**config.mk**
```make
export PLATFORM = sky130hd
export DESIGN_NAME = event_flag_status_register
export DESIGN_NICKNAME = d
export VERILOG_FILES = /design/src/logic/event_flag_status_register.v
export VERILOG_INCLUDE_DIRS = /design/src /design/src/pkg
export SDC_FILE = /design/constraint.sdc
export NUM_CORES = 1
export LEC_CHECK = 0
export BUFFER_PORTS_ARGS = -buffer_cell sky130_fd_sc_hd__buf_2
export CORE_MARGIN = 2
export CORE_UTILIZATION = 35
export DETAILED_ROUTE_END_ITERATION = 12
export PLACE_DENSITY_LB_ADDON = 0.3
export SLEW_MARGIN = 30
export SYNTH_ARGS = -nofsm -noshare
export SYNTH_HDL_FRONTEND = slang
export SYNTH_SLANG_ARGS = --single-unit
```
**constraint.sdc**
```tcl
create_clock -name sys_clk_in -period 0.95 [get_ports sys_clk_in]
set_input_delay 0.0475 -clock sys_clk_in [delete_from_list [all_inputs] [get_ports sys_clk_in]]
set_output_delay 0.0475 -clock sys_clk_in [all_outputs]
set_load 0.03 [all_outputs]
```
**src/pkg/event_flags_defines.vh**
```
// Register offsets, field positions and reset values for the event flag bank
`ifndef EVENT_FLAGS_DEFINES_VH
`define EVENT_FLAGS_DEFINES_VH
`define FLAG_REG_ADDR 8'h2b
`define MINUTES_REG_ADDR 8'h02
`define FLAG_RESET 4'h0
`define BIT_BATTERY_SWITCHOVER 3
`define BIT_STAMP_THREE 2
`define BIT_STAMP_TWO 1
`define BIT_STAMP_ONE 0
`define MONITOR_BIT 7
`endif

```
**src/logic/event_flag_status_register.v**
```verilog
// Event flag status register with write-AND clearing and event monitor
//
// Notes on behaviour
// - Battery switch-over flag reads 1 while latched; writing 1 keeps it.
// - Battery switch-over flag is bit 3, resets 0, cleared by writing 0.
// - Stamp three flag is bit 2, resets 0; write 0 clears, 1 keeps.
// - Stamp two flag is bit 1, resets 0; write 0 clears, 1 keeps.
// - Stamp one flag is bit 0, resets 0; write 0 clears, 1 keeps.
// - Only the owning function sets a flag; it stays until host clears it.
// - Host write stores written byte ANDed with current flags.
// - Monitor is high when any flag set; reads as minutes register MSB.
`timescale 1ns/10ps
`default_nettype none
`include "event_flags_defines.vh"

module event_flag_status_register (
    input wire sys_clk_in,
    input wire srst_in,
    input wire [3:0] flag_set_in,
    input wire wr_en_in,
    input wire rd_en_in,
    input wire [7:0] addr_in,
    input wire [7:0] wr_data_in,
    input wire [6:0] minutes_low_in,
    output reg [7:0] rd_data_out,
    output reg [3:0] flags_out,
    output reg any_event_monitor_out
);

    // Width of the flag field in the bank
    localparam FLAG_COUNT = 4;
    // Bits 7:4 of the flag byte are not held here and read back as zero
    localparam [3:0] UPPER_ZERO = 4'h0;

    // Read source codes
    localparam [1:0] RD_HOLD = 2'b00;
    localparam [1:0] RD_FLAGS = 2'b01;
    localparam [1:0] RD_MINUTES = 2'b10;
    localparam [1:0] RD_ZERO = 2'b11;

    // Flag state and its next value
    reg [3:0] flags_q;
    wire [3:0] flags_d;

    // Read source choice and read data next value
    reg [1:0] rd_sel;
    reg [7:0] rd_data_d;

    // Decoded bus strobes
    wire flag_wr;
    wire flag_rd;
    wire minutes_rd;
    wire other_rd;

    // Per-bit write mask; one keeps a flag, zero drops it
    wire [3:0] keep_mask;

    // Named views of the stored flags
    wire battery_switchover_flag;
    wire stamp_three_event_flag;
    wire stamp_two_event_flag;
    wire stamp_one_event_flag;

    // Monitor views: current state for reads, next state for the pin copy
    wire any_event_now;
    wire any_event_next;

    // Flag register decode, shared by the write and the read path
    function is_flag_addr;
        input [7:0] addr;
        begin
            is_flag_addr = (addr == `FLAG_REG_ADDR);
        end
    endfunction

    // Minutes register decode; only its MSB comes from this bank
    function is_minutes_addr;
        input [7:0] addr;
        begin
            is_minutes_addr = (addr == `MINUTES_REG_ADDR);
        end
    endfunction

    // OR of a flag set, used for the current and the next monitor
    function any_flag;
        input [3:0] flags;
        begin
            any_flag = |flags;
        end
    endfunction

    // Flag byte as the host sees it; upper bits always read zero
    function [7:0] flag_byte;
        input battery;
        input stamp_three;
        input stamp_two;
        input stamp_one;
        begin
            flag_byte = {UPPER_ZERO, 4'h0};
            flag_byte[`BIT_BATTERY_SWITCHOVER] = battery;
            flag_byte[`BIT_STAMP_THREE] = stamp_three;
            flag_byte[`BIT_STAMP_TWO] = stamp_two;
            flag_byte[`BIT_STAMP_ONE] = stamp_one;
        end
    endfunction

    // Minutes byte: monitor on top, counter bits below
    function [7:0] minutes_byte;
        input monitor;
        input [6:0] minutes_low;
        begin
            minutes_byte = {1'b0, minutes_low};
            minutes_byte[`MONITOR_BIT] = monitor;
        end
    endfunction

    // Strobe decode; writes elsewhere are ignored by this bank
    assign flag_wr = wr_en_in && is_flag_addr(addr_in);
    assign flag_rd = rd_en_in && is_flag_addr(addr_in);
    assign minutes_rd = rd_en_in && is_minutes_addr(addr_in);
    assign other_rd = rd_en_in && !flag_rd && !minutes_rd;

    // Named flag views at their register positions
    assign battery_switchover_flag = flags_q[`BIT_BATTERY_SWITCHOVER];
    assign stamp_three_event_flag = flags_q[`BIT_STAMP_THREE];
    assign stamp_two_event_flag = flags_q[`BIT_STAMP_TWO];
    assign stamp_one_event_flag = flags_q[`BIT_STAMP_ONE];

    // Per-flag next state, identical for every bit
    genvar i;
    generate
        for (i = 0; i < FLAG_COUNT; i = i + 1) begin : g_flag
            wire set_req;
            wire clear_req;
            // Owner request for this bit
            assign set_req = flag_set_in[i];
            // a written zero drops the bit, a one keeps it
            assign clear_req = flag_wr & ~wr_data_in[i];
            assign keep_mask[i] = ~clear_req;
            // only the owner sets; set beats a same-cycle clear
            assign flags_d[i] = (flags_q[i] & keep_mask[i]) | set_req;
        end
    endgenerate

    // monitor is OR of all flags
    assign any_event_now = any_flag(flags_q);
    assign any_event_next = any_flag(flags_d);

    // Flag storage; a set request during reset is dropped
    always @(posedge sys_clk_in) begin
        if (srst_in) begin
            flags_q <= `FLAG_RESET;
        end else begin
            flags_q <= flags_d;
        end
    end

    // Pin copy of the flags, loaded with the same next value as the storage
    always @(posedge sys_clk_in) begin
        if (srst_in) begin
            flags_out <= `FLAG_RESET;
        end else begin
            flags_out <= flags_d;
        end
    end

    // Pin copy of the monitor; registered so the pin never glitches
    always @(posedge sys_clk_in) begin
        if (srst_in) begin
            any_event_monitor_out <= 1'b0;
        end else begin
            any_event_monitor_out <= any_event_next;
        end
    end

    // Read source; a read samples the flags before a same-cycle write
    always @* begin
        rd_sel = RD_HOLD;
        if (flag_rd) begin
            rd_sel = RD_FLAGS;
        end else if (minutes_rd) begin
            rd_sel = RD_MINUTES;
        end else if (other_rd) begin
            rd_sel = RD_ZERO;
        end
    end

    // Read data select; without a read the last value stands
    always @* begin
        case (rd_sel)
            RD_FLAGS: begin
                rd_data_d = flag_byte(battery_switchover_flag, stamp_three_event_flag,
                    stamp_two_event_flag, stamp_one_event_flag);
            end
            RD_MINUTES: begin
                rd_data_d = minutes_byte(any_event_now, minutes_low_in);
            end
            RD_ZERO: begin
                // Unmapped addresses read zero
                rd_data_d = 8'h00;
            end
            default: begin
                rd_data_d = rd_data_out;
            end
        endcase
    end

    // Read data register; holds its value until the next read
    always @(posedge sys_clk_in) begin
        if (srst_in) begin
            rd_data_out <= 8'h00;
        end else begin
            rd_data_out <= rd_data_d;
        end
    end

endmodule
`default_nettype wire

```
# == Yosys cells after proc, flatten, opt, wreduce, memory -nomap -nowiden ==
# Cells that the tools add are included.
# totals
register_bits,13
latch_bits,0
ram_bits,0
mem_bits_ro,0
in_bits,31
memories,0
# op_classes
add_sub_neg,0
multipliers,0
div,0
order_cmp,0
eq_ne,5
shift,0
n_mux,4
bitwise,20
reduce_logical,10
# op_table
cell,n
8-bit one-hot mux with 3 select lines,1
1-bit bitwise AND,8
8-bit by 2-bit == test with 1-bit output (second input constant),1
8-bit by 6-bit == test with 1-bit output (second input constant),1
1-bit NOT,8
4-bit OR reduction,2
2-bit 2-to-1 mux,3
1-bit logical AND,5
2-bit == test (second input constant),2
1-bit bitwise OR,4
3-bit nonzero test,1
2-bit by 1-bit == test with 1-bit output (second input constant),1
1-bit logical NOT,2

# == Logic depth before layout (Yosys ltp) ==
# logic_depth
ltp_word,10
mapped_depth,4
depth_no_buf,3

# == Worst setup path after synthesis ==
# No wires, ideal clock.
# synth_path
path_type,reg2reg
startpoint,register flags_out[1] (netlist name)
endpoint,register rd_data_out[7]
setup_time_ps,138
arrival_ps,1019
required_ps,812
slack_ps,-207
path_stages_with_launch,4
path_buffers,0
period_less_slack_ps,1157
cell_sequence,dfxtp_1 nor4_1 nand4b_1 a21oi_1
# synth_rtl
element,line_no,text
end signal: assignment,event_flag_status_register.v:213,rd_data_out <= rd_data_d;
end: declaration,event_flag_status_register.v:25,"output reg [7:0] rd_data_out,"

==> metrics.md <==
| Metric | Value |
|---|---|
| Worst path arrival time | 1.11 ns |
| Root Driver | clkbuf_4 |
| Worst Setup Start Kind | flip-flop |
| Final Hold Viols | 0 |
| Combinational power share | 0.204 |
| Internal power | 0.835 mW |
| Power Density | 1180 nW/µm² |
| # H-tree levels | 1 |
| Initial DRC Count | 4 |
| Num CTS Buffers | 3 |
| Die Footprint | 2170 µm² |
| Total number of vias | 672 |
| Gate Count Post-Synth | 62 |
| GRT overflow | 0 |
| Core Footprint | 1710 µm² |
| Critical Path RT | 1.12 ns |
| Global routing's busiest layer | met2 |
| Worst ir drop on vdd | 712 µV |
| Clock Tree Buf Depth | 2 |
| Postcts setup bufs | 0 |
| GR Util met2 | 0.283 |
| Clk pwr share | 0.286 |
| Max-Cap Viols | 0 |
| Drt wl/cell | 12.2 µm |
| Area grow syn2layout | 52.3% |
| Detailed placement HPWL | 1.37 mm |
| First-pass GRT wire length | 2.57 mm |
| Distinct cells, synth | 20 |
| Vias in the first global route | 627 |
| Worst slew pin tran | 0.355 ns |
| Rel. slew slack | 0.761 |
| Final Max Slew Viols | 0 |
| Fin crit share | 0.994 |
| Sequential share of power | 0.511 |
| Largest net degree at the start of global routing | 10 |
| Most instantiated cells after synthesis | dfxtp_1 (13), nor2_1 (8), a22oi_1 (6) |
| Post-Syn Area | 634 µm² |
| Yosys top cell by area | dfxtp_1 |
| R2r setup slk | 0.005 ns |
| Setup TNS | 0 ns |
| Synth warn | 0 |
| R2R depth | 3 |
| Worst setup EP type | flip-flop |
| Met1 global-route usage | 0.191 |
| Mean number of vias per cell | 5.01 |
| DRC errors left | 0 |
| Die height | 46.6 µm |
| Starting density of the core | 0.371 |
| Sink Count | 13 |
| Seq/Total Area, Yosys | 0.410 |
| Largest cells by area after synthesis | dfxtp_1 (41%), a211oi_2 (7.9%), a22oi_1 (7.1%) |
| CP Max Fanout | 4 |
| #FFs+latches synth | 13 |
| Worst R2R End | rd_data_out[7]$_SDFFE_PP0P_ |
| Leak pwr | 0.406 nW |
| Final WL | 1.63 mm |
| Met3 usage | 0.0627 |
| Clk pin slew, worst setup/hold paths | 0.07 ns |
| Sw Share | 0.268 |
| Outcome | complete, no violations |
| HP Start | minutes_low_in[6] |
| Final net count | 141 |
| Hold slack | 0.0540 ns |
| Worst Setup SP | flags_out[3]$_SDFF_PP0_ |
| Final setup viols | 0 |
| Max Freq | 1060 MHz |
| Diode count | 0 |
| # IOs | 44 |
| GRT Total Usage | 0.177 |
| Final Critical Period | 0.945 ns |
| RD Place Congestion | 0.801 |
| Asr flop ratio synth | 0 |
| Unrepaired setup endpoints after global routing | true |
| NetSw | 0.305 mW |
| Mean Syn Cell Area | 10.2 µm² |
| Worst skew pair latency | 0.27 ns |
| Hold depth | 3 |
| ANT nets after route | 0 |
| Rows | 15 |
| Clk_skew | 0.00375 ns |
| CTS tree | done |
| I/O Buffers | 39 |
| Critical R2R Launch | flags_out[3]$_SDFF_PP0_ |
| Post-synth EDFFs | 0 |
| Share of cells above drive strength 1 | 0.578 |
| Worst Hold End | rd_data_out[6]$_SDFFE_PP0P_ |
| Initial antenna violation count | 0 |
| Syn_nets | 93 |
| First drt pass iteration count | 6 |
| Tot Pwr | 1.14 mW |
| Count leader, synth | dfxtp_1 |
| Die X | 46.6 µm |
| Critical path class | flip-flop to flip-flop |
| HP Class | primary input to flip-flop |
| Synth top area share | 0.410 |
| Main synth FF type | dfxtp_1 |
[worst max path at each step]
| stage | end | slack, ns | cells after the start |
|---|---|---|---|
| 2_1_floorplan | rd_data_out[7]$_SDFFE_PP0P_ | -0.06 | 3 |
| 3_3_place_gp | flags_out[3]$_SDFF_PP0_ | -0.09 | 4 |
| 3_5_place_dp | any_event_monitor_out$_SDFF_PP0_ | -0.10 | 4 |
| 4_1_cts | rd_data_out[7]$_SDFFE_PP0P_ | -0.01 | 3 |
| 5_1_grt | rd_data_out[7]$_SDFFE_PP0P_ | -0.08 | 3 |
| 6_report | rd_data_out[7]$_SDFFE_PP0P_ | 0.005 | 3 |
[power groups by stage]
stage	clock network, mW	registers (mW)	logic [mW]
after CTS	0.343	0.585	0.228
final	0.326	0.582	0.232
after global placement	0	0.599	0.220
after detailed placement	0	0.599	0.224
after global routing	0.379	0.584	0.252
after floorplan	0	0.627	0.0757
[kinds of logic (layout without fill, tap and decap cells)]
logic type,Yosys count,count (layout),share of synthesized area
buffers and inverters,6,53,0.0473
AO/OA/AOI/OAI,20,20,0.270
AND/OR/NAND/NOR,23,23,0.272
flip-flops,13,13,0.410
[stage by stage]
step | instances | util | setup slack, ns | area [µm²]
4_1_cts | 134 | 0.554 | -0.0144 | 946
5_1_grt | 134 | 0.566 | -0.0840 | 966
2_1_floorplan | 62 | - | -0.0590 | 654
3_5_place_dp | 130 | 0.533 | -0.101 | 911
3_3_place_gp | 130 | 0.533 | -0.0888 | 911
6_report | 134 | 0.566 | 0.00534 | 966
[final cells by class]
type	count	area, µm²
Fill cell	168	742
Multi-Input combinational cell	43	364
Sequential cell	13	275
Timing Repair Buffer	45	254
Tap cell	25	31.3
Clock buffer	4	26.3
Inverter	4	15.0
[flip-flops by register name (all words and copies together) (netlist names)]
register,flops
any_event_monitor_out,1
flags_out,4
rd_data_out,8
[critical path: stages (launching register included)]
cell	delay (ns)
dfxtp_4	0.36
nor4_4	0.27
nand4b_1	0.14
a21oi_1	0.07
[routing by layer]
layer | up-vias | wire length (µm)
li1 | 339 | -
met4 | 0 | 45
met1 | 315 | 638
met3 | 5 | 76
met5 | - | 0
met2 | 13 | 870
[what timing repair did]
| item | CTS | global route |
|---|---|---|
| resized for setup | 3 | 7 |
| cloned | 0 | 0 |
| hold buffers | 0 | 0 |
| endpoints found under the setup margin | 2 | 6 |
[cells in the final DEF (no fill, tap or decap), drive strengths merged, types with 3 or more instances in the layout]
cell,Yosys,final
inv,4,4
nand2b,4,4
clkbuf,1,7
o32ai,4,4
a211oi,4,4
nand4,3,3
dfxtp,13,13
a22oi,6,6
buf,1,42
a21oi,4,4
nor2,8,8
nor4,3,3
No activity file was read; power rests on OpenSTA's default activity.
